$ cat config.mk
export PLATFORM = sky130hd
export DESIGN_NAME = usc_top
export DESIGN_NICKNAME = d
export VERILOG_FILES = /design/src/usc_pkg.sv /design/src/usc_top.sv /design/src/usc_fifo.sv
export SDC_FILE = /design/constraint.sdc
export NUM_CORES = 1
export LEC_CHECK = 0
export BUFFER_PORTS_ARGS = -buffer_cell sky130_fd_sc_hd__buf_2
export CORE_ASPECT_RATIO = 1.4
export CORE_MARGIN = 5
export CORE_UTILIZATION = 60
export DETAILED_ROUTE_END_ITERATION = 8
export PLACE_DENSITY = 0.78
export REMOVE_ABC_BUFFERS = 1
export SETUP_SLACK_MARGIN = 0.05
export SLEW_MARGIN = 20
export SYNTH_ARGS = -nofsm -noshare
export SYNTH_HDL_FRONTEND = slang
export SYNTH_SLANG_ARGS = --single-unit
$ cat constraint.sdc
create_clock -name clk_sys_in -period 6.65 [get_ports clk_sys_in]
set_clock_uncertainty 0.05 [all_clocks]
set_input_delay 0.665 -clock clk_sys_in [delete_from_list [all_inputs] [get_ports clk_sys_in]]
set_output_delay 0.665 -clock clk_sys_in [all_outputs]
set_load 0.005 [all_outputs]
$ cat src/usc_pkg.sv
package usc_pkg;
  // Register map (word indices on the plain register port)
  localparam logic [2:0] USC_ADDR_STA    = 3'h0;  // Status and control
  localparam logic [2:0] USC_ADDR_TXDATA = 3'h1;  // Transmit character write
  localparam logic [2:0] USC_ADDR_RXDATA = 3'h2;  // Receive character read
  localparam logic [2:0] USC_ADDR_CFG    = 3'h3;  // Line configuration
  localparam logic [2:0] USC_ADDR_BAUD   = 3'h4;  // Bit period in clocks minus one
  // Status and control field positions
  localparam int USC_B_TXINV  = 14;
  localparam int USC_B_BRK    = 11;
  localparam int USC_B_TXEN   = 10;
  localparam int USC_B_TXBF   = 9;
  localparam int USC_B_TX_SHIFT_EMPTY   = 8;
  localparam int USC_B_RXSEL  = 6;
  localparam int USC_B_ADDRESS_DETECT_ENABLE  = 5;
  localparam int USC_B_RX_IDLE_FLAG  = 4;
  localparam int USC_B_PARITY_ERROR_FLAG   = 3;
  localparam int USC_B_FRAMING_ERROR_FLAG   = 2;
  localparam int USC_B_OVERRUN_ERROR_FLAG   = 1;
  localparam int USC_B_RXDA   = 0;
  // Configuration register fields
  localparam int USC_B_PARITY_DATA_SELECT  = 1;  // Two bits, 11 = nine data bits
  localparam int USC_B_INFRARED_CODEC_ENABLE   = 3;
  // Reset value and other constants
  localparam logic [15:0] USC_BAUD_RST = 16'h000f;
  localparam logic [1:0]  USC_PARITY_DATA_SELECT_9BIT = 2'h3;
  localparam logic [1:0]  USC_PARITY_DATA_SELECT_ODD  = 2'h2;
  localparam logic [1:0]  USC_PARITY_DATA_SELECT_EVEN = 2'h1;
  localparam int USC_FIFO_DEPTH = 4;
  localparam int USC_BRK_ZEROS  = 12;
  // Transmitter states
  typedef enum logic [1:0] {
    USC_TX_IDLE  = 2'b00,
    USC_TX_SHIFT = 2'b01,
    USC_TX_BREAK = 2'b10
  } usc_tx_e;
endpackage

$ cat src/usc_top.sv
// Decided for this implementation: the plain strobed port and the placing of the registers.
`timescale 1ns/10ps
//////////////////////////////////////////////////////////////////////////////
module usc_top
  import usc_pkg::*;
#(
  parameter int DEPTH = usc_pkg::USC_FIFO_DEPTH
) (
  input  wire logic        clk_sys_in,
  input  wire logic        sys_rst_in,
  input  wire logic [2:0]  reg_addr_in,
  input  wire logic [15:0] reg_wdata_in,
  input  wire logic        reg_wr_in,
  input  wire logic        reg_rd_in,
  output logic [15:0]      reg_rdata_out,
  input  wire logic        serial_rx_in,
  output logic             serial_tx_pin_out,
  output logic             serial_tx_pin_oe_out,
  output logic             rx_irq_out,
  output logic             rx_address_out
);
  import usc_pkg::*;

  //////////////////////////////////////////////////////////////////////////
  // Software state
  logic        tx_idle_invert;         // Idle polarity select
  logic        tx_break_request;       // Break pending
  logic        tx_enable_bit;          // Transmitter on
  logic [1:0]  rx_irq_select;          // Receive interrupt mode
  logic        address_detect_enable;  // Address filtering
  logic        overrun_error_flag;     // Sticky overrun
  logic [1:0]  parity_data_select;     // Format select
  logic        infrared_codec_enable;  // Infrared encoding
  logic [15:0] baud_div;               // Clocks per bit minus one

  wire wr_sta  = reg_wr_in && (reg_addr_in == USC_ADDR_STA);
  wire wr_tx   = reg_wr_in && (reg_addr_in == USC_ADDR_TXDATA);
  wire rd_rx   = reg_rd_in && (reg_addr_in == USC_ADDR_RXDATA);
  wire nine_bit = (parity_data_select == USC_PARITY_DATA_SELECT_9BIT);
  wire overrun_error_flag_clr = wr_sta && overrun_error_flag && !reg_wdata_in[USC_B_OVERRUN_ERROR_FLAG];

  //////////////////////////////////////////////////////////////////////////
  // Queues
  logic [8:0]  txq_head;
  logic [$clog2(DEPTH):0] txq_cnt;
  logic [10:0] rxq_head;
  logic [$clog2(DEPTH):0] rxq_cnt;
  logic        tx_pop;
  logic        rx_push;
  logic [10:0] rx_word;
  wire tx_buffer_full = (txq_cnt == ($clog2(DEPTH)+1)'(DEPTH));
  wire rx_full        = (rxq_cnt == ($clog2(DEPTH)+1)'(DEPTH));

  // Transmit queue, flushed while the transmitter is off
  usc_fifo #(.WIDTH(9), .DEPTH(DEPTH)) u_txq (
    .clk_sys_in   (clk_sys_in),
    .sys_rst_in   (sys_rst_in),
    .flush_in     (!tx_enable_bit),
    .push_in      (wr_tx && tx_enable_bit),
    .push_data_in (reg_wdata_in[8:0]),
    .pop_in       (tx_pop),
    .head_out     (txq_head),
    .count_out    (txq_cnt)
  );

  // Receive queue, entry = {parity err, framing err, data[8:0]}
  usc_fifo #(.WIDTH(11), .DEPTH(DEPTH)) u_rxq (
    .clk_sys_in   (clk_sys_in),
    .sys_rst_in   (sys_rst_in),
    .flush_in     (overrun_error_flag_clr),
    .push_in      (rx_push && !rx_full),
    .push_data_in (rx_word),
    .pop_in       (rd_rx),
    .head_out     (rxq_head),
    .count_out    (rxq_cnt)
  );

  //////////////////////////////////////////////////////////////////////////
  // Register writes and hardware-updated flags
  logic brk_done;  // Break frame finished
  always_ff @(posedge clk_sys_in or posedge sys_rst_in) begin
    if (sys_rst_in) begin
      tx_idle_invert        <= 1'b0;
      tx_break_request      <= 1'b0;
      tx_enable_bit         <= 1'b0;
      rx_irq_select         <= 2'h0;
      address_detect_enable <= 1'b0;
      parity_data_select    <= 2'h0;
      infrared_codec_enable <= 1'b0;
      baud_div              <= USC_BAUD_RST;
    end else begin
      if (wr_sta) begin
        tx_idle_invert        <= reg_wdata_in[USC_B_TXINV];
        tx_enable_bit         <= reg_wdata_in[USC_B_TXEN];
        rx_irq_select         <= reg_wdata_in[USC_B_RXSEL +: 2];
        address_detect_enable <= reg_wdata_in[USC_B_ADDRESS_DETECT_ENABLE];
      end
      // Hardware clear on completion; disable also drops it
      if (wr_sta && reg_wdata_in[USC_B_BRK] && reg_wdata_in[USC_B_TXEN])
        tx_break_request <= 1'b1;
      else if (brk_done || (wr_sta && !reg_wdata_in[USC_B_BRK]) || !tx_enable_bit)
        tx_break_request <= 1'b0;
      if (reg_wr_in && reg_addr_in == USC_ADDR_CFG) begin
        parity_data_select    <= reg_wdata_in[USC_B_PARITY_DATA_SELECT +: 2];
        infrared_codec_enable <= reg_wdata_in[USC_B_INFRARED_CODEC_ENABLE];
      end
      if (reg_wr_in && reg_addr_in == USC_ADDR_BAUD) baud_div <= reg_wdata_in;
    end
  end

  // Overrun: set wins, software may only clear
  always_ff @(posedge clk_sys_in or posedge sys_rst_in) begin
    if (sys_rst_in) overrun_error_flag <= 1'b0;
    else if (rx_push && rx_full) overrun_error_flag <= 1'b1;
    else if (overrun_error_flag_clr) overrun_error_flag <= 1'b0;
  end

  //////////////////////////////////////////////////////////////////////////
  // Transmitter
  usc_tx_e     tx_state;
  logic [15:0] tx_tick;   // Bit-time counter
  logic [3:0]  tx_bit;    // Bit index within frame
  logic [11:0] tx_frame;  // Start, data, parity, stop bits
  logic [3:0]  tx_len;    // Bits in frame
  logic        tx_level;  // Raw line level
  wire tx_tick_end = (tx_tick == baud_div);
  wire tx_par = ^txq_head[7:0] ^ (parity_data_select == USC_PARITY_DATA_SELECT_ODD);
  assign tx_pop = (tx_state == USC_TX_IDLE) && tx_enable_bit && !tx_break_request
                  && (txq_cnt != '0);
  wire brk_start = (tx_state == USC_TX_IDLE) && tx_break_request;
  assign brk_done = (tx_state == USC_TX_BREAK) && tx_tick_end
                    && (tx_bit == 4'(USC_BRK_ZEROS + 1));

  // Frame sequencer
  always_ff @(posedge clk_sys_in or posedge sys_rst_in) begin
    if (sys_rst_in) begin
      tx_state <= USC_TX_IDLE;
      tx_tick  <= 16'h0000;
      tx_bit   <= 4'h0;
      tx_frame <= 12'hfff;
      tx_len   <= 4'h0;
    end else if (!tx_enable_bit) begin
      tx_state <= USC_TX_IDLE;
      tx_frame <= 12'hfff;
    end else begin
      case (tx_state)
        USC_TX_IDLE: begin
          tx_tick <= 16'h0000;
          tx_bit  <= 4'h0;
          if (brk_start) begin
            tx_state <= USC_TX_BREAK;
          end else if (tx_pop) begin
            tx_state <= USC_TX_SHIFT;
            if (nine_bit) begin
              tx_frame <= {1'b1, 1'b1, txq_head[8:0], 1'b0};
              tx_len   <= 4'd11;
            end else if (parity_data_select == 2'h0) begin
              tx_frame <= {2'b11, 1'b1, txq_head[7:0], 1'b0};
              tx_len   <= 4'd10;
            end else begin
              tx_frame <= {1'b1, 1'b1, tx_par, txq_head[7:0], 1'b0};
              tx_len   <= 4'd11;
            end
          end
        end
        USC_TX_SHIFT, USC_TX_BREAK: begin
          tx_tick <= tx_tick_end ? 16'h0000 : tx_tick + 16'h0001;
          if (tx_tick_end) begin
            tx_bit <= tx_bit + 4'h1;
            if (tx_state == USC_TX_SHIFT) tx_frame <= {1'b1, tx_frame[11:1]};
            if ((tx_state == USC_TX_SHIFT && tx_bit == tx_len - 4'h1) || brk_done)
              tx_state <= USC_TX_IDLE;
          end
        end
        default: tx_state <= USC_TX_IDLE;
      endcase
    end
  end

  // Break holds low through start and twelve zeros, then stop high
  always_comb begin
    case (tx_state)
      USC_TX_SHIFT: tx_level = tx_frame[0];
      USC_TX_BREAK: tx_level = (tx_bit > 4'(USC_BRK_ZEROS));
      default:      tx_level = 1'b1;
    endcase
  end

  // Pin drive with polarity and infrared pulse shaping
  wire ir_pulse = (tx_tick < {2'b00, baud_div[15:2]});
  wire tx_ir    = !tx_level && ir_pulse;  // Pulse marks a zero bit
  always_ff @(posedge clk_sys_in or posedge sys_rst_in) begin
    if (sys_rst_in) begin
      serial_tx_pin_out    <= 1'b0;
      serial_tx_pin_oe_out <= 1'b0;
    end else begin
      serial_tx_pin_oe_out <= tx_enable_bit;
      if (infrared_codec_enable)
        serial_tx_pin_out <= tx_ir ^ tx_idle_invert;
      else
        serial_tx_pin_out <= tx_level ^ tx_idle_invert;
    end
  end
  wire tx_shift_empty = (tx_state == USC_TX_IDLE) && (txq_cnt == '0);

  //////////////////////////////////////////////////////////////////////////
  // Receiver
  logic        rx_busy;
  logic [15:0] rx_tick;
  logic [3:0]  rx_bit;
  logic [10:0] rx_sr;    // Receive shift register
  wire [3:0] rx_len  = (parity_data_select == 2'h0) ? 4'd9 : 4'd10;
  wire rx_tick_end   = (rx_tick == baud_div);
  wire rx_mid        = (rx_tick == {1'b0, baud_div[15:1]});
  wire rx_last       = rx_busy && rx_mid && (rx_bit == rx_len);
  wire [8:0] rx_nine = rx_sr[10:2];  // Nine data bits above the start sample
  wire [8:0] rx_data = nine_bit ? rx_nine
                       : (parity_data_select == 2'h0 ? {1'b0, rx_sr[10:3]}
                                                     : {1'b0, rx_sr[9:2]});
  wire rx_parity_error_flag = !nine_bit && (parity_data_select != 2'h0)
                 && ((^rx_sr[10:2]) != (parity_data_select == USC_PARITY_DATA_SELECT_ODD));
  wire rx_framing_error_flag = !serial_rx_in;  // Stop bit sampled low
  wire rx_is_addr = nine_bit && rx_data[8];
  wire rx_keep = !(address_detect_enable && nine_bit) || rx_is_addr;
  assign rx_push = rx_last && rx_keep;
  assign rx_word = {rx_parity_error_flag, rx_framing_error_flag, rx_data};

  // Bit sampler; overrun clear also empties the shift register
  always_ff @(posedge clk_sys_in or posedge sys_rst_in) begin
    if (sys_rst_in) begin
      rx_busy <= 1'b0;
      rx_tick <= 16'h0000;
      rx_bit  <= 4'h0;
      rx_sr   <= 11'h000;
    end else if (overrun_error_flag_clr) begin
      rx_busy <= 1'b0;
      rx_sr   <= 11'h000;
    end else if (!rx_busy) begin
      rx_tick <= 16'h0000;
      rx_bit  <= 4'h0;
      rx_busy <= !serial_rx_in;  // Start edge
    end else begin
      rx_tick <= rx_tick_end ? 16'h0000 : rx_tick + 16'h0001;
      if (rx_mid) begin
        rx_bit <= rx_bit + 4'h1;
        rx_sr  <= {serial_rx_in, rx_sr[10:1]};
        if (rx_bit == 4'h0 && serial_rx_in) rx_busy <= 1'b0;  // False start
        if (rx_last) rx_busy <= 1'b0;
      end
    end
  end

  // Receive interrupt and address pulses
  wire [$clog2(DEPTH):0] rx_next = rxq_cnt + ($clog2(DEPTH)+1)'(1);
  always_ff @(posedge clk_sys_in or posedge sys_rst_in) begin
    if (sys_rst_in) begin
      rx_irq_out     <= 1'b0;
      rx_address_out <= 1'b0;
    end else begin
      rx_address_out <= rx_push && !rx_full && rx_is_addr;
      case (rx_irq_select)
        2'h3: rx_irq_out <= rx_push && !rx_full && (rx_next == 3'(4));
        2'h2: rx_irq_out <= rx_push && !rx_full && (rx_next == 3'(3));
        default: rx_irq_out <= rx_push && !rx_full;
      endcase
    end
  end

  //////////////////////////////////////////////////////////////////////////
  // Read data, one cycle after the strobe
  logic [15:0] sta_word;
  always_comb begin
    sta_word = 16'h0000;  // Unimplemented bits read zero
    sta_word[USC_B_TXINV]      = tx_idle_invert;
    sta_word[USC_B_BRK]        = tx_break_request;
    sta_word[USC_B_TXEN]       = tx_enable_bit;
    sta_word[USC_B_TXBF]       = tx_buffer_full;
    sta_word[USC_B_TX_SHIFT_EMPTY]       = tx_shift_empty;
    sta_word[USC_B_RXSEL +: 2] = rx_irq_select;
    sta_word[USC_B_ADDRESS_DETECT_ENABLE]      = address_detect_enable;
    sta_word[USC_B_RX_IDLE_FLAG]      = !rx_busy;
    sta_word[USC_B_PARITY_ERROR_FLAG]       = (rxq_cnt != '0) && rxq_head[10];
    sta_word[USC_B_FRAMING_ERROR_FLAG]       = (rxq_cnt != '0) && rxq_head[9];
    sta_word[USC_B_OVERRUN_ERROR_FLAG]       = overrun_error_flag;
    sta_word[USC_B_RXDA]       = (rxq_cnt != '0);
  end

  always_ff @(posedge clk_sys_in or posedge sys_rst_in) begin
    if (sys_rst_in) reg_rdata_out <= 16'h0000;
    else if (reg_rd_in) begin
      case (reg_addr_in)
        USC_ADDR_STA:    reg_rdata_out <= sta_word;
        USC_ADDR_RXDATA: reg_rdata_out <= {7'h00, rxq_head[8:0]};
        USC_ADDR_CFG:    reg_rdata_out <= {12'h000, infrared_codec_enable,
                                           parity_data_select, 1'b0};
        USC_ADDR_BAUD:   reg_rdata_out <= baud_div;
        default:         reg_rdata_out <= 16'h0000;
      endcase
    end
  end

  //////////////////////////////////////////////////////////////////////////
  // Checks
  a_tx_shift_empty_empty: assert property (@(posedge clk_sys_in) disable iff (sys_rst_in)
    (wr_tx && tx_enable_bit && !tx_buffer_full) |=> !sta_word[USC_B_TX_SHIFT_EMPTY])
    else $error("shift-empty set while busy");
  a_overrun_error_flag_flush: assert property (@(posedge clk_sys_in) disable iff (sys_rst_in)
    (overrun_error_flag_clr && !(rx_push && rx_full)) |=> (rxq_cnt == '0 && !overrun_error_flag))
    else $error("overrun clear did not empty buffer");
  a_txen_off: assert property (@(posedge clk_sys_in) disable iff (sys_rst_in)
    !tx_enable_bit |=> (!serial_tx_pin_oe_out && txq_cnt == '0))
    else $error("transmit disable not honoured");
  a_overrun_error_flag_set: assert property (@(posedge clk_sys_in) disable iff (sys_rst_in)
    (rx_push && rx_full) |=> overrun_error_flag)
    else $error("overrun not flagged");
  a_rxda_cnt: assert property (@(posedge clk_sys_in) disable iff (sys_rst_in)
    (rx_push && !rx_full && !overrun_error_flag_clr) |=> sta_word[USC_B_RXDA])
    else $error("data-available mismatch");
  a_txbf_full: assert property (@(posedge clk_sys_in) disable iff (sys_rst_in)
    (wr_tx && tx_enable_bit && !tx_buffer_full && !tx_pop) |=> (txq_cnt == $past(txq_cnt) + 1'b1))
    else $error("buffer not-full yet write lost");
  a_irq_four: assert property (@(posedge clk_sys_in) disable iff (sys_rst_in)
    (rx_irq_out && rx_irq_select == 2'h3) |-> (rxq_cnt == 3'(4)))
    else $error("full interrupt at wrong level");
  a_brk_clear: assert property (@(posedge clk_sys_in) disable iff (sys_rst_in)
    brk_done |=> !tx_break_request)
    else $error("break request not cleared");
endmodule // usc_top

$ cat src/usc_fifo.sv
`timescale 1ns/10ps
// Small first-in first-out queue with flush
module usc_fifo #(
  parameter int WIDTH = 11,
  parameter int DEPTH = 4
) (
  input  wire logic             clk_sys_in,
  input  wire logic             sys_rst_in,
  input  wire logic             flush_in,
  input  wire logic             push_in,
  input  wire logic [WIDTH-1:0] push_data_in,
  input  wire logic             pop_in,
  output logic [WIDTH-1:0]      head_out,
  output logic [$clog2(DEPTH):0] count_out
);
  localparam int AW = $clog2(DEPTH);
  logic [WIDTH-1:0] mem [DEPTH];  // Storage
  logic [AW-1:0]    rd_ptr;       // Head index
  logic [AW-1:0]    wr_ptr;       // Tail index
  wire do_push = push_in && (count_out != (AW+1)'(DEPTH));
  wire do_pop  = pop_in && (count_out != '0);

  assign head_out = mem[rd_ptr];

  // Pointer and count upkeep
  always_ff @(posedge clk_sys_in or posedge sys_rst_in) begin
    if (sys_rst_in) begin
      rd_ptr    <= '0;
      wr_ptr    <= '0;
      count_out <= '0;
    end else if (flush_in) begin
      rd_ptr    <= '0;
      wr_ptr    <= '0;
      count_out <= '0;
    end else begin
      if (do_push) wr_ptr <= wr_ptr + 1'b1;
      if (do_pop)  rd_ptr <= rd_ptr + 1'b1;
      count_out <= count_out + (AW+1)'(do_push) - (AW+1)'(do_pop);
    end
  end

  // Storage write, no reset needed
  always_ff @(posedge clk_sys_in) begin
    if (do_push && !flush_in) mem[wr_ptr] <= push_data_in;
  end
endmodule // usc_fifo

Yosys cells after proc, flatten, opt, wreduce, memory -nomap -nowiden
Memory sizes are Yosys's and may differ from the RTL's.
Index checks and enable logic that the tools add are counted.
- input bits: 24
- memories: 2
- RAM bits: 80
- bits in registers: 130
- word-level logic and storage cells: 224
- output and inout bits: 20
- bitwise logic cells: 5
- multiplexer cells: 57
- add/subtract/negate cells: 14
- order comparisons: 2
- equality and inequality tests: 34
- reductions and logical operators: 81
- memory list (memory ; words ; bits a word ; rd ports ; clocked after Yosys merged registers in ; write ports ; line ; RTL):
    u_rxq.mem ; 4 ; 11 ; 1 ; 0 ; 1 ; usc_fifo.sv:17 ; logic [WIDTH-1:0] mem [DEPTH];
    u_txq.mem ; 4 ; 9 ; 1 ; 0 ; 1 ; usc_fifo.sv:17 ;
- operators with widths (kind ; number):
    one-hot mux 16 bit (4 select lines) ; 1
    two-way mux 12 bit ; 5
    two-way mux 16 bit ; 3
    logical AND 1 bit ; 41
    two-way mux 11 bit ; 3
    adder 16 x 1 -> 16 bit, second input constant ; 2
    == test 16 bit ; 2
    one-hot mux 16 bit (2 select lines) ; 1
    two-way mux 2 bit ; 14
    one-hot mux 12 bit (2 select lines) ; 1
    two-way mux 10 bit ; 2
    != test 3 bit, second input constant ; 6
    == test 16 x 15 -> 1 bit ; 1
    < comparator 16 x 14 -> 1 bit ; 1
    two-way mux 1 bit ; 16
    nonzero test 2 bit ; 8
    == test 3 bit, second input constant ; 4
    two-way mux 4 bit ; 3
    zero test 1 bit ; 11
    == test 2 bit, second input constant ; 5
    == test 3 x 2 -> 1 bit, second input constant ; 3
    two-way mux 9 bit ; 1
    XOR reduction 9 bit ; 1
    adder 2 x 1 -> 2 bit, second input constant ; 4
    34 further kinds ; 54

Logic depth before layout (Yosys ltp)
Gate-level depths: netlist of the first run.
- depth after elaboration: 11
- mapped depth: 13
- mapped depth without buffers: 13

Cells and area by module
From an unflattened synthesis of the first run, not the netlist that was laid out.
- cell total of the unflattened synthesis: 923
- area, all modules: 10750.3 um^2
- modules (own cells, without submodules) (module ; area an instance (um^2) ; sequential area each (um^2) ; cells each ; times used):
    usc_top ; 6922.9 ; 2770.2 ; 729 ; 1
    usc_fifo at u_rxq ; 2053.2 ; 1496.4 ; 102 ; 1
    usc_fifo at u_txq ; 1774.2 ; 1256.2 ; 92 ; 1

Worst setup path after synthesis of the first run
Ideal clock, no wire load.
- path type: register -> register
- start point: register baud_div[10]
- end point: register u_rxq.count_out[2]
- buffers on the path: 1
- cell stages (with the launch flop): 13
- required time: 6.479 ns
- arrival time: 2.694 ns
- period minus slack after synthesis: 2.865 ns
- setup slack: 3.785 ns
- library setup time: 0.121 ns
- path through: dfrtp_1 buf_6 xor2_1 or4_4 nor4_4 nand2_2 a211oi_4 ha_1 inv_1 fa_1 xor2_1 xnor2_1 nor2_1
- longest elaborated chain between the ends: 9
- ends and longest elaborated chain (element ; line ; RTL):
    start: declaration ; usc_top.sv:34 ; logic [15:0] baud_div;
    start signal: assignment ; usc_top.sv:107 ; if (reg_wr_in && reg_addr_in == USC_ADDR_BAUD) baud_div <= reg_wdata_in;
    == test 16 x 15 -> 1 bit ; usc_top.sv:214 ; wire rx_mid = (rx_tick == {1'b0, baud_div[15:1]});
    logical AND 1 bit (2 in a row) ; usc_top.sv:215 ; wire rx_last = rx_busy && rx_mid && (rx_bit == rx_len);
    logical AND 1 bit ; usc_top.sv:225 ; assign rx_push = rx_last && rx_keep;
    logical AND 1 bit ; usc_top.sv:71 ; .push_in (rx_push && !rx_full),
    logical AND 1 bit ; usc_fifo.sv:20 ; wire do_push = push_in && (count_out != (AW+1)'(DEPTH));
    adder 3 x 1 -> 3 bit ; usc_fifo.sv:38 ; count_out <= count_out + (AW+1)'(do_push) - (AW+1)'(do_pop);
    subtractor 3 x 1 -> 3 bit ; usc_fifo.sv:38 ;
    two-way mux 3 bit ; usc_fifo.sv:31 ; end else if (flush_in) begin
    end signal: assignment ; usc_fifo.sv:38 ;
    end: declaration ; usc_fifo.sv:14 ; output logic [$clog2(DEPTH):0] count_out
No other way between the ends.
A chain may end at the register's enable or synchronous reset.

Worst setup path in the final report of the first run
- start point: register baud_div[15]
- end point: register u_rxq.count_out[2]
The elaborated chain is that of the path after synthesis.

==> results of run 1 <==
-- logic make-up (layout without fill, tap and decap cells) --
logic type,after synthesis,count (layout),share of synthesized area [%]
AOI/OAI and AO/OA,138,138,8.31
xor gates and xnor gates,90,90,7.59
adders and majority gates,46,46,5.68
buffers and inverters,101,137,3.79
DFF,204,204,53.2
muxes,67,67,9.13
and+or+nand+nor,253,253,12.3
-- cell usage after synthesis (all sizes together) (7+ instances only) --
library cell	number
dfrtp	110
edfxtp	80
nor2	72
xnor2	72
nand2	62
inv	52
o21ai	50
ha	44
clkbuf	39
mux2i	25
a21oi	23
mux2	22
mux4	20
nand3	20
nand4	20
xor2	18
and3	17
a31oi	15
dfstp	14
nand2b	13
and2	12
o22ai	12
buf	9
nor2b	9
a21o	7
-- state kept, by name, summed over array words and instances, names as in the netlist, 4 cells and up --
signal,flops
u_rxq.mem,44
rx_tick,16
rx_sr,9
reg_rdata_out,16
tx_frame,10
tx_bit,4
u_txq.mem,36
rx_bit,4
tx_tick,16
baud_div,16
-- layout make-up --
class                           count  area, µm²  share of cell area, %
Tap cell                          236        295                   2.59
Timing Repair Buffer               46        238                   2.08
Clock inverter                     10        125                   1.10
Clock buffer                       28        552                   4.84
Sequential cell                   204       5520                   48.4
Inverter                           53        201                   1.77
Multi-Input combinational cell    594       4480                   39.2
-- power groups by stage --
stage                     registers (µW)  logic, µW  clock network, µW
after floorplan                     1670        671                  0
after global placement              1730        866                  0
after global routing                1750        993               1250
after detailed placement            1740        886                  0
after CTS                           1720        894               1190
final                               1720        890               1180
-- worst max-delay path, cell delays in order (launching register included) --
cell      delay [ns]
dfrtp_1         0.46
xor2_1          0.19
or4_4           0.51
nor4_4          0.24
nand2_2         0.30
a211oi_4        0.48
ha_1            0.23
inv_1           0.05
fa_1            0.37
xor2_1          0.17
xnor2_1         0.13
nor2_1          0.05
-- stage by stage --
stage	cell area [µm²]	total power, µW	setup slack [ns]
after floorplan	10200	2340	2.66
after CTS	11400	3810	3.30
final	11400	3780	3.30
after detailed placement	10700	2620	3.24
after global placement	10700	2600	3.33
after global routing	11400	3990	3.14
-- layer usage --
layer  up-vias  GRT usage [%]  share of wire (%)
li1       3213              -                  -
met5         -              0                  0
met4         0           7.36                3.3
met2       132           38.6                 50
met3        47           3.17                4.7
met1      3318           30.4                 42
-- path summary, 6_finish.rpt --
kind                       slack, ns                  to              from  cells after the start
min in group clk_sys_in         0.32        baud_div[13]  reg_wdata_in[13]                      3
hold reg to reg                 0.43    reg_rdata_out[0]  reg_rdata_out[0]                      1
max in group asynchronous       4.97         tx_tick[13]        sys_rst_in                      3
hold / removal                  0.21            rx_sr[3]        sys_rst_in                      2
setup / recovery                3.30  u_rxq.count_out[2]      baud_div[15]                     11
setup reg to reg                3.30  u_rxq.count_out[2]      baud_div[15]                     11
==> impl_metrics.toml, run 1 <==
[timing]
fin_tns_setup_ns = 0
rsz0062_at_grt = "no"
fmax_mhz = 299
finalCriticalPeriod_ns = 3.35
setup_viol_count_final = 0
min_period_over_period_pct = 50.4
relSlewSlack_pct = 33.1
slew_viol_final = 0
holdWs_ns = 0.212
tightest_slew_ns = 0.997
hold_viol = 0

[synthesis]
synth.yosys.seq_area_share_pct = 53.2
synth_edf_count = 80
synth_area_mm2 = 0.0104
ys_types = 59
synth_cells = 899
syn_avg_cell_area_um2 = 11.6
synth_seq_cells = 204
synth.area.top_cells = "dfrtp_1 (26%), edfxtp_1 (23%), xnor2_1 (6.1%)"
synthFlopType = "dfrtp_1"
synth_async_sr_flop_share_pct = 60.8
synth_top_area_share_pct = 26.5
ys.warnings.count = 0
synth.largest_area_cell = "dfrtp_1"

[pwr]
power_frac_clock_pct = 31.1
internal_power_uw = 2620
leakage_uw = 0.00467
switchingPower_uw = 1160
power_density_mw_per_mm2 = 331
irDropWorstVdd_mv = 0.264
swShare_pct = 30.8
combPwrFrac_pct = 23.5
p_seq_share_pct = 45.4

[placed_design]
place.gp.congestion = 0.835
dp.cells = 1133
hpwl_mm = 16.0
io_buffers = 43

[routing]
dr.pass1.iters = 4
drt-total-wl_mm = 22.2
wl_per_cell_um = 19.0
via_per_inst = 5.73
ant_nets = 0
drt_iter0_drc = 369
dr_total_vias = 6710
drc = 0

[hold_path]
min_path_type = "in -> async"

[finish]
final_cell_mix = "dfrtp_1 (110), edfxtp_1 (80), nor2_1 (72), xnor2_1 (72), nand2_1 (61)"
fillers = 1265
syn2layout_area_growth_pct = 9.84
final_common_cell = "dfrtp_1"
layout.nets = 990
fin_cells = 1171
fin_util_pct = 66.4
diodes = 0
drive_gt1_share_pct = 15.0

[clock_tree]
path_clk_slew_ns = 0.06
cts_max_level = 1
clkLatencyLatePin_ns = 0.51
post_cts_buffers = 0
ctsResizeCount = 0
numCtsBuffers = 21
cts_tree = "done"
cts_sinks = 204
hold_buffers = 0
clockBufferDepth = 3
ctsRootBufferMaster = "clkbuf_16"

[critical_path]
worstPathArrival_ns = 3.69
crit_fanout = 13
crit_path_end_kind = "flip-flop"
critPathRequiredTime_ns = 6.99
criticalPathCategory = "reg -> reg"
crit_path_start_kind = "flip-flop"

[run_status]
status = "finished clean"

[grt]
grtUsageTotal_pct = 22.8
grt_max_degree = 74
antenna_found_initial = 0
grt_pass1_vias = 6774
grt_pass1_wl_mm = 36.3
grt-ovfl-total = 0

[floorplanning]
die_h_um = 166
design.core.area_mm2 = 0.0172
dieArea_mm2 = 0.0201
start_util_pct = 60.4
dieWidth_um = 121
rows = 57
io_pins = 44

[flow_run]
drv_cap = 0
Note: power is estimated with default switching activity, not from simulation.
==> run 2: changes to the inputs <==
--- a/config.mk
+++ b/config.mk
@@ -8,9 +8,9 @@
 export BUFFER_PORTS_ARGS = -buffer_cell sky130_fd_sc_hd__buf_2
 export CORE_ASPECT_RATIO = 1.4
 export CORE_MARGIN = 5
-export CORE_UTILIZATION = 60
+export CORE_UTILIZATION = 56
 export DETAILED_ROUTE_END_ITERATION = 8
-export PLACE_DENSITY = 0.78
+export PLACE_DENSITY = 0.76
 export REMOVE_ABC_BUFFERS = 1
 export SETUP_SLACK_MARGIN = 0.05
 export SLEW_MARGIN = 20
==> constraint.sdc (replaced) <==
create_clock -name clk_sys_in -period 3 [get_ports clk_sys_in]
set_clock_uncertainty 0.05 [all_clocks]
set_input_delay 0.3 -clock clk_sys_in [delete_from_list [all_inputs] [get_ports clk_sys_in]]
set_output_delay 0.3 -clock clk_sys_in [all_outputs]
set_load 0.005 [all_outputs]
==> run 2 against run 1 <==
- register-to-register slack lost 3.2 ns
- setup slack lost 3.2 ns
- count of clock-buffer cells in the layout down 1
- sequential power increased by 120%
- critical path depth did not move
- cell count grew 5.3%
- clock power is 130% higher
- critical path type unchanged
- largest cell class unchanged
- largest power group unchanged
==> impl_metrics.toml, run 2 (synthesis gave the netlist of run 1 again) <==
[grt]
grt_max_degree = 44
grt_pass1_wl_mm = 38.1
grtUsageTotal_pct = 22.4
antenna_found_initial = 0
grt-ovfl-total = 0
grt_pass1_vias = 7080

[timing]
min_period_over_period_pct = 95.7
holdWs_ns = 0.0198
hold_viol = 0
fin_tns_setup_ns = 0
finalCriticalPeriod_ns = 2.87
tightest_slew_ns = 0.865
setup_viol_count_final = 0
slew_viol_final = 0
relSlewSlack_pct = 42.2
rsz0062_at_grt = "yes"
fmax_mhz = 348

[routing]
wl_per_cell_um = 19.2
ant_nets = 0
drt_iter0_drc = 380
dr_total_vias = 7018
via_per_inst = 5.69
drc = 0
drt-total-wl_mm = 23.7
dr.pass1.iters = 5

[placed_design]
io_buffers = 43
place.gp.congestion = 0.875
hpwl_mm = 17.2

[floorplanning]
io_pins = 44
dieArea_mm2 = 0.0214
dieWidth_um = 125
start_util_pct = 56.3
rows = 59
die_h_um = 171
design.core.area_mm2 = 0.0185

[clock_tree]
path_clk_slew_ns = 0.06
ctsRootBufferMaster = "clkbuf_16"
cts_tree = "done"
clkLatencyLatePin_ns = 0.52
cts_sinks = 204
cts_max_level = 1
numCtsBuffers = 22
clockBufferDepth = 3

[critical_path]
critPathRequiredTime_ns = 3.35
worstPathArrival_ns = 3.22
criticalPathCategory = "reg -> reg"
crit_path_start_kind = "flip-flop"
crit_path_end_kind = "flip-flop"
crit_fanout = 3

[finish]
layout.nets = 1043
syn2layout_area_growth_pct = 14.4
largestRegisters = "u_rxq.mem: 44 flops, u_txq.mem: 36 flops"
final_cell_mix = "dfrtp_1 (109), edfxtp_1 (80), nor2_1 (72), xnor2_1 (72), nand2_1 (61)"
largest_reg_flops = 44
diodes = 0
final_common_cell = "dfrtp_1"
max_flop_register = "u_rxq.mem"
drive_gt1_share_pct = 19.7

[hold_path]
min_path_type = "in -> reg"

[pwr]
irDropWorstVdd_mv = 0.561
power_uw = 8580
leakage_uw = 0.00494
power_density_mw_per_mm2 = 721

[flow_run]
drv_cap = 0

[run_status]
status = "finished clean"
[run 2: changes by cell type in the layout (fill, tap and decap cells not counted), sizes merged]
cell,previous run,this run
buf,46,92
dlygate4sd3,0,6
clkinv,6,9
bufinv,3,2
clkbuf,28,27
clkinvlp,1,2
[run 2: cell type report]
| cell class | count | area, µm² |
|---|---|---|
| sequential | 204 | 5520 |
| multi-input combinational | 594 | 4490 |
| inverter | 53 | 201 |
| fill | 1420 | 6570 |
| timing repair buffer | 98 | 656 |
| clock buffer | 27 | 579 |
| tap | 244 | 305 |
| clock inverter | 13 | 134 |
[run 2: power by group]
group	internal [µW]	leakage, µW	switching [µW]
Combinational	1030	0.00230	1130
Clock	1560	0.000345	1120
Sequential	3310	0.00230	410
[run 2: metal layers]
metal / vias up / wire length (µm) / track usage (%)
met1: 3478 / 9420 / 27.9
met3: 42 / 1130 / 3.06
met4: 0 / 745 / 7.69
li1: 3309 / - / -
met5: - / 0 / 0
met2: 189 / 12400 / 40.3
[run 2: worst max-delay path, stage by stage, from the launching register on]
cell	delay, ns
dfrtp_2	0.42
xor2_1	0.17
or4_4	0.50
nor4_4	0.35
nand2_2	0.12
a211oi_4	0.20
ha_2	0.20
inv_1	0.05
fa_2	0.33
xor2_1	0.15
xnor2_1	0.17
nor2_1	0.05
[run 2: final timing paths]
path,to,slack [ns],cells past startpoint,start
max reg2reg,u_rxq.count_out[2],0.13,11,rx_tick[14]
min,u_txq.mem[0][0],0.02,1,reg_wdata_in[0]
max,u_rxq.count_out[2],0.13,11,rx_tick[14]
min reg2reg,tx_len[1],0.43,2,tx_len[1]
max in group asynchronous,baud_div[0],1.81,4,sys_rst_in
min in group asynchronous,rx_bit[1],0.34,3,sys_rst_in
[run 2: per-stage QoR]
| step | instance area, µm² | util, % | worst slack, ns | cells |
|---|---|---|---|---|
| after detailed placement | 11100 | 60.0 | 0.0953 | 1184 |
| final | 11900 | 64.4 | 0.130 | 1233 |
| after floorplan | 10200 | - | -0.626 | 851 |
| after global placement | 11100 | 60.0 | 0.126 | 1184 |
| after global routing | 11900 | 64.4 | 0.00378 | 1233 |
| after CTS | 11900 | 64.2 | 0.0965 | 1230 |
[run 2: timing repair]
action	4_1_cts	5_1_grt
setup endpoints to repair	0	1
hold endpoints to repair	40	0
setup buffers	0	3
hold buffers	6	0
gates resized for setup	0	4
==> run 3: changes to the inputs <==
--- a/config.mk
+++ b/config.mk
@@ -8,9 +8,8 @@
 export BUFFER_PORTS_ARGS = -buffer_cell sky130_fd_sc_hd__buf_2
 export CORE_ASPECT_RATIO = 1.4
 export CORE_MARGIN = 5
-export CORE_UTILIZATION = 56
+export CORE_UTILIZATION = 35
 export DETAILED_ROUTE_END_ITERATION = 8
-export PLACE_DENSITY = 0.76
 export REMOVE_ABC_BUFFERS = 1
 export SETUP_SLACK_MARGIN = 0.05
 export SLEW_MARGIN = 20
==> constraint.sdc (replaced) <==
create_clock -name clk_sys_in -period 3 [get_ports clk_sys_in]
set_clock_uncertainty 0.05 [all_clocks]
set_input_delay 0.45 -clock clk_sys_in [delete_from_list [all_inputs] [get_ports clk_sys_in]]
set_output_delay 0.45 -clock clk_sys_in [all_outputs]
set_load 0.005 [all_outputs]
==> run 3 against run 2 <==
- cell count up 11%
- sequential share of layout area down 0.50 points
- clock power up 3%
- global-route usage down 7.1 points
- register-to-register slack worse by 0.02 ns
- count of clock-buffer cells in the layout up 3
- maximum frequency down 0.80%
- critical path depth unchanged
- die area up 55%
- utilization down 23 points
- critical path type unchanged
- largest cell class unchanged
- highest routed layer unchanged
==> impl_metrics.toml, run 3 (synthesis gave the netlist of run 1 again) <==
[floorplanning]
start_util_pct = 35.5
die_h_um = 214
dieWidth_um = 156
io_pins = 44
rows = 74
dieArea_mm2 = 0.0333
design.core.area_mm2 = 0.0293

[timing]
rsz0062_at_grt = "yes"
finalCriticalPeriod_ns = 2.89
slew_viol_final = 0
relSlewSlack_pct = 46.4
tightest_slew_ns = 0.802
hold_viol = 0
fmax_mhz = 346
holdWs_ns = 0.160
min_period_over_period_pct = 96.4
fin_ws_ns = 0.107
setup_viol_count_final = 0

[critical_path]
crit_path_end_kind = "flip-flop"
critPathRequiredTime_ns = 3.34
crit_path_start_kind = "flip-flop"
crit_fanout = 2
criticalPathCategory = "reg -> reg"
worstPathArrival_ns = 3.23

[finish]
final_common_cell = "dfrtp_1"
largest_reg_flops = 44
drive_gt1_share_pct = 19.5
max_flop_register = "u_rxq.mem"
largestRegisters = "u_rxq.mem: 44 flops, u_txq.mem: 36 flops"
final_cell_mix = "dfrtp_1 (109), edfxtp_1 (80), nor2_1 (72), xnor2_1 (72), nand2_1 (61)"
syn2layout_area_growth_pct = 15.7
layout.nets = 1039

[placed_design]
io_buffers = 43
place.gp.congestion = 0.879
place_ws_ns = 0.0596
hpwl_mm = 18.3

[grt]
grtUsageTotal_pct = 15.3
grt-ovfl-total = 0
grt_pass1_vias = 7171
grt_pass1_wl_mm = 40.0
grt_max_degree = 60
antenna_found_initial = 1

[clock_tree]
path_clk_slew_ns = 0.07
clockBufferDepth = 3
ctsRootBufferMaster = "clkbuf_16"
cts_max_level = 1
cts_sinks = 204
cts_tree = "done"
numCtsBuffers = 22
clkLatencyLatePin_ns = 0.51

[routing]
ant_nets = 0
drt-total-wl_mm = 24.8
drt_iter0_drc = 337
wl_per_cell_um = 18.2
dr_total_vias = 6748
dr.pass1.iters = 4
drc = 0
via_per_inst = 4.94

[flow_run]
drv_cap = 0

[run_status]
status = "finished clean"

[pwr]
power_density_mw_per_mm2 = 718
irDropWorstVdd_mv = 0.471
power_uw = 8630
leakage_uw = 0.00493

[hold_path]
min_path_type = "in -> reg"
## run 3: final cells by class
class / count / area, µm²
fill: 2807 / 17200
clock buffer: 30 / 612
multi-input combinational: 594 / 4480
clock inverter: 9 / 116
tap: 380 / 475
inverter: 53 / 204
antenna: 1 / 2.50
timing repair buffer: 94 / 601
sequential: 204 / 5520
## run 3: timing repair
action / in CTS / in global routing
hold endpoints to repair: 39 / 0
buffers inserted: 0 / 3
hold buffers: 1 / 0
endpoints found under the setup margin: 0 / 1
gates resized for setup: 0 / 4
## run 3: per-layer routing
metal | GRT usage (%) | part of all wire [%] | vias up
met1 | 18.6 | 42 | 3305
met5 | 0 | 0 | -
li1 | - | - | 3308
met4 | 5.01 | 3.3 | 0
met2 | 28.0 | 52 | 92
met3 | 1.98 | 3.2 | 43
## run 3: where the power goes
part,internal (µW),total (µW),switching (µW)
logic,1030,2160,1140
registers,3320,3710,399
clock network,1680,2750,1070
total,6020,8630,2610
## run 3: worst max-delay path: stages (launching register included)
cell and delay [ns]:
dfrtp_1 0.38, xor2_1 0.17, or4_4 0.54, nor4_4 0.38, nand2_2 0.13, a211oi_4 0.21
ha_2 0.21, inv_2 0.03, fa_2 0.32, xor2_1 0.16, xnor2_1 0.15, nor2_1 0.05
## run 3: final timing paths
path,from,to,slack [ns],cells after the start
max,rx_tick[9],u_rxq.count_out[2],0.11,11
min,reg_wdata_in[0],u_txq.mem[0][0],0.16,1
max reg2reg,rx_tick[9],u_rxq.count_out[2],0.11,11
min reg2reg,tx_len[1],tx_len[1],0.43,2
max in group asynchronous,sys_rst_in,baud_div[1],1.62,4
min in group asynchronous,sys_rst_in,rx_irq_out,0.51,3
## run 3: through the flow
| step | cell area [µm²] | std cells | util, % | setup TNS [ns] |
|---|---|---|---|---|
| final | 12000 | 1365 | 41.1 | 0 |
| after global routing | 12000 | 1364 | 41.1 | -0.00855 |
| after CTS | 12000 | 1361 | 41.0 | 0 |
| after detailed placement | 11200 | 1321 | 38.4 | 0 |
| after global placement | 11200 | 1321 | 38.4 | 0 |
| after floorplan | 10200 | 851 | - | -85.42 |
